`config.mk`:
```
export PLATFORM = sky130hd
export DESIGN_NAME = ddr2_seq_device
export DESIGN_NICKNAME = d
export VERILOG_FILES = /design/src/ddr2_seq_pkg.sv /design/src/burst_if.sv /design/src/latency_pipe.sv /design/src/ddr2_seq_device.sv
export SDC_FILE = /design/constraint.sdc
export NUM_CORES = 1
export LEC_CHECK = 0
export ABC_AREA = 0
export BUFFER_PORTS_ARGS = -buffer_cell sky130_fd_sc_hd__buf_2
export CAP_MARGIN = 20
export CORE_MARGIN = 2
export CORE_UTILIZATION = 55
export CTS_CLUSTER_DIAMETER = 100
export CTS_CLUSTER_SIZE = 14
export DETAILED_ROUTE_END_ITERATION = 10
export PLACE_DENSITY = 0.79
export SYNTH_ARGS = -nofsm -noshare
export SYNTH_HDL_FRONTEND = slang
export SYNTH_HIERARCHICAL = 1
export SYNTH_SLANG_ARGS = --single-unit
export TNS_END_PERCENT = 50
```
`constraint.sdc`:
```
create_clock -name clk -period 4.9 [get_ports clk]
set_input_delay 0.98 -clock clk [delete_from_list [all_inputs] [get_ports clk]]
set_output_delay 0.98 -clock clk [all_outputs]
set_load 0.05 [all_outputs]
```
`src/ddr2_seq_pkg.sv`:
```
// Purpose: shared constants for the DDR2 command sequencing device logic
// Assumes: commands are sampled on rising edges of the link clock
// Notes: latencies and exit delays are counted in link clock cycles
package ddr2_seq_pkg;
	// Command code is {cs_b, ras_b, cas_b, we_b}
	localparam logic [3:0] CMD_REFRESH = 4'h1;
	localparam logic [3:0] CMD_PRECHARGE = 4'h2;
	localparam logic [3:0] CMD_ACTIVATE = 4'h3;
	localparam logic [3:0] CMD_WRITE = 4'h4;
	localparam logic [3:0] CMD_READ = 4'h5;
	localparam logic [3:0] CMD_NOP = 4'h7;
	// Burst sizes in data beats
	localparam logic [3:0] BEATS_BL4 = 4'h4;
	localparam logic [3:0] BEATS_BL8 = 4'h8;
	// Self refresh exit delays in link clocks
	localparam int EXIT_TO_READ_CLKS = 200;
	localparam int EXIT_TO_NONREAD_CLKS = 10;
	// Scheduler depth and field widths
	localparam int MAX_LATENCY = 12;
	localparam int LAT_W = 4;
	localparam int DATA_W = 16;
	localparam int EXIT_W = 8;
	// Pin sampler layout: link clock is the top bit
	localparam int PIN_W = 26;
	localparam int PIN_CK = 25;
	localparam int PIN_CKE = 24;
	localparam int PIN_CMD_LSB = 20;
	localparam int PIN_BA_LSB = 18;
	localparam int PIN_AP = 17;
	localparam int PIN_TERM = 16;
	// Reset image: command pins high (deselected), everything else low
	localparam logic [PIN_W-1:0] PIN_RESET = 26'h0F00000;

	typedef enum logic [1:0] {
		MODE_ACTIVE = 2'b00,
		MODE_SELF_REFRESH = 2'b01,
		MODE_POWER_DOWN = 2'b10
	} mode_t;

	// Beats in one burst for the selected burst length
	function automatic logic [3:0] burst_beats(input logic bl8);
		return bl8 ? BEATS_BL8 : BEATS_BL4;
	endfunction
endpackage

```
`src/burst_if.sv`:
```
`timescale 1ns/10ps
// Purpose: carries link edge ticks, burst commands and beat strobes to a latency pipe
// Assumes: rise and fall never pulse in the same cycle
// Notes: one instance per direction
interface burst_if;
	logic rise;
	logic fall;
	logic cmd;
	logic bl8;
	logic [3:0] latency;
	logic active;
	logic beat;
	logic last;
	logic [2:0] beat_index;

	modport ctrl(output rise, fall, cmd, bl8, latency, input active, beat, last, beat_index);
	modport pipe(input rise, fall, cmd, bl8, latency, output active, beat, last, beat_index);
endinterface

```
`src/latency_pipe.sv`:
```
`timescale 1ns/10ps
// Purpose: delays a burst command by a latency in link clocks and paces its beats
// Assumes: latency is at least 1
// Notes: a new burst may start on the edge right after the previous last beat
module latency_pipe #(
	parameter int MAX_LAT = ddr2_seq_pkg::MAX_LATENCY
) (
	// Clock and reset
	input wire logic clk,
	input wire logic rst_b,
	// Burst channel
	burst_if.pipe bus
);
	import ddr2_seq_pkg::*;

	logic [MAX_LAT-1:0] sched_reg, sched_next;
	logic [3:0] left_reg, left_next;
	logic [2:0] idx_reg, idx_next;
	logic start;
	logic beat;
	logic last;
	logic [2:0] beat_index;

	// Schedule shifts once per link clock; a burst starts when its mark reaches bit 0
	always_comb begin
		sched_next = sched_reg;
		left_next = left_reg;
		idx_next = idx_reg;
		start = bus.rise && sched_reg[0];
		beat = 1'b0;
		last = 1'b0;
		beat_index = idx_reg;
		if (bus.rise) begin
			sched_next = sched_reg >> 1;
			if (bus.cmd) begin
				sched_next[bus.latency - 4'h1] = 1'b1;
			end
		end
		if (start) begin
			// Start wins over a finishing burst, so back-to-back bursts abut
			beat = 1'b1;
			beat_index = 3'h0;
			idx_next = 3'h1;
			left_next = burst_beats(bus.bl8) - 4'h1;
		end else if ((bus.rise || bus.fall) && left_reg != 4'h0) begin
			beat = 1'b1;
			last = left_reg == 4'h1;
			idx_next = idx_reg + 3'h1;
			left_next = left_reg - 4'h1;
		end
	end

	always_ff @(posedge clk or negedge rst_b) begin
		if (!rst_b) begin
			sched_reg <= '0;
			left_reg <= 4'h0;
			idx_reg <= 3'h0;
		end else begin
			sched_reg <= sched_next;
			left_reg <= left_next;
			idx_reg <= idx_next;
		end
	end

	assign bus.beat = beat;
	assign bus.last = last;
	assign bus.beat_index = beat_index;
	assign bus.active = (left_reg != 4'h0) || (sched_reg != '0);
endmodule

```
`src/ddr2_seq_device.sv`:
```
`timescale 1ns/10ps
// Purpose: device side command sequencing for a DDR2 style memory link
// Assumes: all link pins are asynchronous to clk and pass two flip-flops
// Notes: an eight word buffer stands in for the array, indexed by beat
module ddr2_seq_device #(
	parameter int EXIT_RD = ddr2_seq_pkg::EXIT_TO_READ_CLKS,
	parameter int EXIT_NR = ddr2_seq_pkg::EXIT_TO_NONREAD_CLKS
) (
	// Clock and reset
	input wire logic clk,
	input wire logic rst_b,
	// Link command pins
	input wire logic link_ck,
	input wire logic cke,
	input wire logic cs_b,
	input wire logic ras_b,
	input wire logic cas_b,
	input wire logic we_b,
	input wire logic [1:0] ba,
	input wire logic addr_ap,
	input wire logic termination_control,
	// Link data pins
	input wire logic [ddr2_seq_pkg::DATA_W-1:0] dq_in,
	output logic [ddr2_seq_pkg::DATA_W-1:0] dq_out,
	output logic dq_oe,
	output logic dqs_out,
	output logic dqs_oe,
	// Configuration
	input wire logic [2:0] additive_latency,
	input wire logic [2:0] cas_latency,
	input wire logic burst_length_8,
	// Status
	output logic self_refresh,
	output logic power_down,
	output logic termination_on,
	output logic seq_error,
	output logic wr_beat,
	output logic [ddr2_seq_pkg::DATA_W-1:0] wr_word
);
	import ddr2_seq_pkg::*;

	logic [PIN_W-1:0] pin_s1_reg, pin_s2_reg;
	logic ck_prev_reg;
	logic rise, fall, cke_s, ap_s, term_s;
	logic [3:0] cmd_s;
	logic [1:0] ba_s;
	logic [DATA_W-1:0] dq_s;
	logic [3:0] read_latency, write_latency;

	// Two-stage sampler; only the second stage and later are decoded
	always_ff @(posedge clk or negedge rst_b) begin
		if (!rst_b) begin
			pin_s1_reg <= PIN_RESET;
			pin_s2_reg <= PIN_RESET;
			ck_prev_reg <= 1'b0;
		end else begin
			pin_s1_reg <= {link_ck, cke, cs_b, ras_b, cas_b, we_b, ba, addr_ap,
				termination_control, dq_in};
			pin_s2_reg <= pin_s1_reg;
			ck_prev_reg <= pin_s2_reg[PIN_CK];
		end
	end

	assign rise = pin_s2_reg[PIN_CK] && !ck_prev_reg;
	assign fall = !pin_s2_reg[PIN_CK] && ck_prev_reg;
	assign cke_s = pin_s2_reg[PIN_CKE];
	assign cmd_s = pin_s2_reg[PIN_CMD_LSB +: 4];
	assign ba_s = pin_s2_reg[PIN_BA_LSB +: 2];
	assign ap_s = pin_s2_reg[PIN_AP];
	assign term_s = pin_s2_reg[PIN_TERM];
	assign dq_s = pin_s2_reg[DATA_W-1:0];
	assign read_latency = 4'(additive_latency) + 4'(cas_latency);
	assign write_latency = read_latency - 4'h1;

	mode_t mode_reg, mode_next;
	logic cke_prev_reg, cke_prev_next;
	logic [3:0] bank_open_reg, bank_open_next;
	logic [EXIT_W-1:0] exit_rd_reg, exit_rd_next, exit_nr_reg, exit_nr_next;
	logic error_reg, error_next;
	logic rd_go, wr_go;

	// Command decode, power state and protocol checking once per link rise; the termination check runs every cycle
	always_comb begin
		mode_next = mode_reg;
		cke_prev_next = cke_prev_reg;
		bank_open_next = bank_open_reg;
		exit_rd_next = exit_rd_reg;
		exit_nr_next = exit_nr_reg;
		error_next = error_reg;
		rd_go = 1'b0;
		wr_go = 1'b0;
		// Termination must stay off in self refresh and until reads are allowed
		if (term_s && (mode_reg == MODE_SELF_REFRESH || exit_rd_reg != '0)) begin
			error_next = 1'b1;
		end
		if (rise) begin
			cke_prev_next = cke_s;
			if (exit_rd_reg != '0) exit_rd_next = exit_rd_reg - 1'b1;
			if (exit_nr_reg != '0) exit_nr_next = exit_nr_reg - 1'b1;
			unique case (mode_reg)
				MODE_ACTIVE: begin
					if (cke_prev_reg && !cke_s && cmd_s == CMD_REFRESH) begin
						mode_next = MODE_SELF_REFRESH;
						if (bank_open_reg != 4'h0) error_next = 1'b1;
					end else if (cke_prev_reg && !cke_s) begin
						mode_next = MODE_POWER_DOWN;
					end else if (cke_s && cmd_s != CMD_NOP && !cmd_s[3]) begin
						if (cmd_s == CMD_READ && exit_rd_reg != '0) error_next = 1'b1;
						if (cmd_s != CMD_READ && exit_nr_reg != '0) error_next = 1'b1;
						if (cmd_s == CMD_ACTIVATE) bank_open_next[ba_s] = 1'b1;
						if (cmd_s == CMD_PRECHARGE) begin
							if (ap_s) bank_open_next = 4'h0;
							else bank_open_next[ba_s] = 1'b0;
						end
						if (cmd_s == CMD_READ || cmd_s == CMD_WRITE) begin
							// Bursts to an idle bank are flagged and dropped
							if (!bank_open_reg[ba_s]) error_next = 1'b1;
							else if (cmd_s == CMD_READ) rd_go = 1'b1;
							else wr_go = 1'b1;
							if (ap_s) bank_open_next[ba_s] = 1'b0;
						end
					end
				end
				MODE_SELF_REFRESH: begin
					if (cke_s) begin
						mode_next = MODE_ACTIVE;
						exit_rd_next = EXIT_W'(EXIT_RD);
						exit_nr_next = EXIT_W'(EXIT_NR);
					end
				end
				MODE_POWER_DOWN: begin
					if (cke_s) mode_next = MODE_ACTIVE;
				end
				default: mode_next = MODE_ACTIVE;
			endcase
		end
	end

	always_ff @(posedge clk or negedge rst_b) begin
		if (!rst_b) begin
			mode_reg <= MODE_ACTIVE;
			cke_prev_reg <= 1'b0;
			bank_open_reg <= 4'h0;
			exit_rd_reg <= '0;
			exit_nr_reg <= '0;
			error_reg <= 1'b0;
		end else begin
			mode_reg <= mode_next;
			cke_prev_reg <= cke_prev_next;
			bank_open_reg <= bank_open_next;
			exit_rd_reg <= exit_rd_next;
			exit_nr_reg <= exit_nr_next;
			error_reg <= error_next;
		end
	end

	burst_if rd_if();
	burst_if wr_if();

	// Reads and writes each get their own latency pipe
	assign rd_if.rise = rise;
	assign rd_if.fall = fall;
	assign rd_if.cmd = rd_go;
	assign rd_if.bl8 = burst_length_8;
	assign rd_if.latency = read_latency;
	assign wr_if.rise = rise;
	assign wr_if.fall = fall;
	assign wr_if.cmd = wr_go;
	assign wr_if.bl8 = burst_length_8;
	assign wr_if.latency = write_latency;

	latency_pipe #(.MAX_LAT(MAX_LATENCY)) rd_pipe (.clk(clk), .rst_b(rst_b), .bus(rd_if.pipe));
	latency_pipe #(.MAX_LAT(MAX_LATENCY)) wr_pipe (.clk(clk), .rst_b(rst_b), .bus(wr_if.pipe));

	logic [DATA_W-1:0] buf_reg [8];
	logic [DATA_W-1:0] buf_next [8];
	logic [DATA_W-1:0] dq_out_reg, dq_out_next, wr_word_reg, wr_word_next;
	logic dq_oe_reg, dq_oe_next, dqs_reg, dqs_next, wr_beat_reg, wr_beat_next;

	// Data path: writes land by beat index, reads replay from the same slots
	always_comb begin
		buf_next = buf_reg;
		dq_out_next = dq_out_reg;
		wr_word_next = wr_word_reg;
		wr_beat_next = 1'b0;
		dqs_next = dqs_reg;
		dq_oe_next = rd_if.beat || (dq_oe_reg && rd_if.active);
		if (wr_if.beat) begin
			buf_next[wr_if.beat_index] = dq_s;
			wr_word_next = dq_s;
			wr_beat_next = 1'b1;
		end
		if (rd_if.beat) begin
			dq_out_next = buf_reg[rd_if.beat_index];
			dqs_next = rise;
		end
	end

	always_ff @(posedge clk or negedge rst_b) begin
		if (!rst_b) begin
			for (int i = 0; i < 8; i++) buf_reg[i] <= '0;
			dq_out_reg <= '0;
			wr_word_reg <= '0;
			wr_beat_reg <= 1'b0;
			dq_oe_reg <= 1'b0;
			dqs_reg <= 1'b0;
		end else begin
			buf_reg <= buf_next;
			dq_out_reg <= dq_out_next;
			wr_word_reg <= wr_word_next;
			wr_beat_reg <= wr_beat_next;
			dq_oe_reg <= dq_oe_next;
			dqs_reg <= dqs_next;
		end
	end

	assign dq_out = dq_out_reg;
	assign dq_oe = dq_oe_reg;
	assign dqs_out = dqs_reg;
	assign dqs_oe = dq_oe_reg;
	assign wr_beat = wr_beat_reg;
	assign wr_word = wr_word_reg;
	assign self_refresh = mode_reg == MODE_SELF_REFRESH;
	assign power_down = mode_reg == MODE_POWER_DOWN;
	// Termination is honoured only while awake, so a late deassert cannot load the bus
	assign termination_on = term_s && mode_reg == MODE_ACTIVE;
	assign seq_error = error_reg;
endmodule

```
==> summary.txt <==
Status - completed
Worst Hold Path EP - pin_s2_reg[23]
Syn-to-layout area delta - 10.1%
RSZ-0062 raised after global routing - no
Die Y - 153 um
Slew headroom - 0.379
Initial core utilization - 0.559
Vias per cell - 5.85
Worst EP required - 5.28 ns
All-Layer GR Usage - 0.200
# port buffers - 74
Initial antenna violation count - 0
Latest clock arrival within the worst-skew pair - 0.51 ns
Nets - 1,005
GP Congestion - 0.797
# diodes - 0
Crit path cell chain - nand2b_2, inv_1, buf_4, nor2_2, or2_2, nand2_1, nand4b_2, mux2_2
Critical Path Sink Type - flop
Highest cell delay on the worst timing path - 0.72 ns
# DRC - 0
CP max-delay cell - nand4b_2
Synth Instances - 877
Final setup skew - 0.0210 ns
Postcts setup bufs - 0
Post-CTS Hold Buffers - 0
Ports - 75
Reg2reg start - ck_prev_reg
Synth Warn # - 6
Max FFs per register - 128
CP Max Fanout - 34
Hold_sp - pin_s1_reg[23]
Final ANT Viol Nets - 0
Via count - 7,246
Root Driver - clkbuf_16
Final Max Tran Viols - 0
Largest net degree at the start of global routing - 155
Drt pass-1 iters - 6
Layout cells sized above 1 - 0.345
Buf/Inv on CP - 2
Clk buf depth - 3
CTS sink cnt - 278
Worst Tran Pin Value - 0.932 ns
Fmax - 0.282 GHz
1st-iter DRT viols - 429
Clock transition at the registers of the reported paths - 0.07 ns
Max IR drop VDD - 384 uV
Static Leak - 5.90 nW
Final setup TNS - 0 ns
CP Class - flop to flop
First-pass GRT wire length - 38,700 um
Number of gates resized after cts - 0
Worst reg-to-reg setup slack - 1.36 ns
Worst setup SP type - flop
Mean Syn Cell Area - 13.9 sq um
Num CTS Buffers - 23
Setup-failing EPs final - 0
Min Tclk post-route - 3.54 ns
Delay-heaviest family, CP - simple AND/OR/NAND/NOR gates
Row cnt - 54
Mapped Nets - 930
Arr. time, crit path - 3.92 ns
Vias in the first global route - 7,375
Final hold violation count - 0
GRT overflow - 0
DIE WIDTH - 153 um
Hold Crit Class - flop to flop
H-tree depth - 1
Dpl hpwl - 14,400 um
Final cycle utilization of the critical path - 0.723
Core area - 0.0218 sq mm
Final wirelength - 22,900 um
Max-cap violations - 0
Worst-case reg-to-reg path depth - 8
P per Cell Area - 571 mW/mm^2
Synth Cell Area - 0.0122 sq mm
Hold path depth - 0
Die ar. - 0.0234 sq mm
DP Cell Count - 1,207
CTS tree - done
Post-Layout Cell Count - 1,239
Routed len/inst - 18.4 um
Critical R2R Capture - buf_reg[79]
cell usage in the layout, fill, tap and decap left out, types with 9 or more instances in the layout:
cell type    n
a21oi_1     50
a31oi_1     15
buf_2       73
buf_4       14
clkbuf_16   23
dfrtp_1    270
ha_1        17
inv_1       31
mux2_2     143
mux2i_1     25
mux4_2      33
nand2_1     22
nand3_1     11
nor2_1      52
nor3_1       9
o21ai_0     22
metrics by stage:
stage	setup WS, ns	utilization	total power, mW	hold slack [ns]	area [sq um]
finish	1.36	0.615	7.67	0.345	13400
global route	1.01	0.615	8.13	0.352	13400
CTS	1.33	0.615	7.74	0.347	13400
detailed placement	1.39	0.587	6.08	0.335	12800
global placement	1.41	0.587	5.97	0.332	12800
floorplan	1.86	-	5.48	0.331	12200
layer usage:
metal  vias to the layer above  routed length [um]  track usage
met4                         0                 251       0.0392
met5                         -                   0            0
met3                        21                 876       0.0281
met2                       145               11100        0.323
li1                       3354                   -            -
met1                      3726               10600        0.296
worst max path at each step:
stage                         from                    to  slack [ns]  depth (start not counted)
2_1_floorplan  additive_latency[0]  wr_pipe/sched_reg[4]        1.86                          8
3_3_place_gp        pin_s2_reg[25]             dq_out[2]        1.41                          9
3_5_place_dp        pin_s2_reg[25]             dq_out[2]        1.39                          9
4_1_cts                ck_prev_reg           buf_reg[25]        1.33                          9
5_1_grt             pin_s2_reg[25]             dq_out[2]        1.01                          9
6_report               ck_prev_reg           buf_reg[79]        1.36                          8
cell type report:
cell class / count / area, sq um
Multi-Input combinational cell: 529 / 4870
Fill cell: 1640 / 8390
Timing Repair Buffer: 89 / 505
Tap cell: 280 / 350
Sequential cell: 278 / 6970
Clock buffer: 32 / 619
Inverter: 31 / 116
power by group:
| group | switching (mW) | leakage, nW | total [mW] | internal (mW) |
|---|---|---|---|---|
| clock | 0.759 | 0.300 | 1.63 | 0.868 |
| sequential | 0.474 | 3.33 | 3.52 | 3.05 |
| combinational | 1.32 | 2.27 | 2.52 | 1.20 |
| total | 2.55 | 5.90 | 7.67 | 5.12 |
Power figures use the tool's default switching activity.
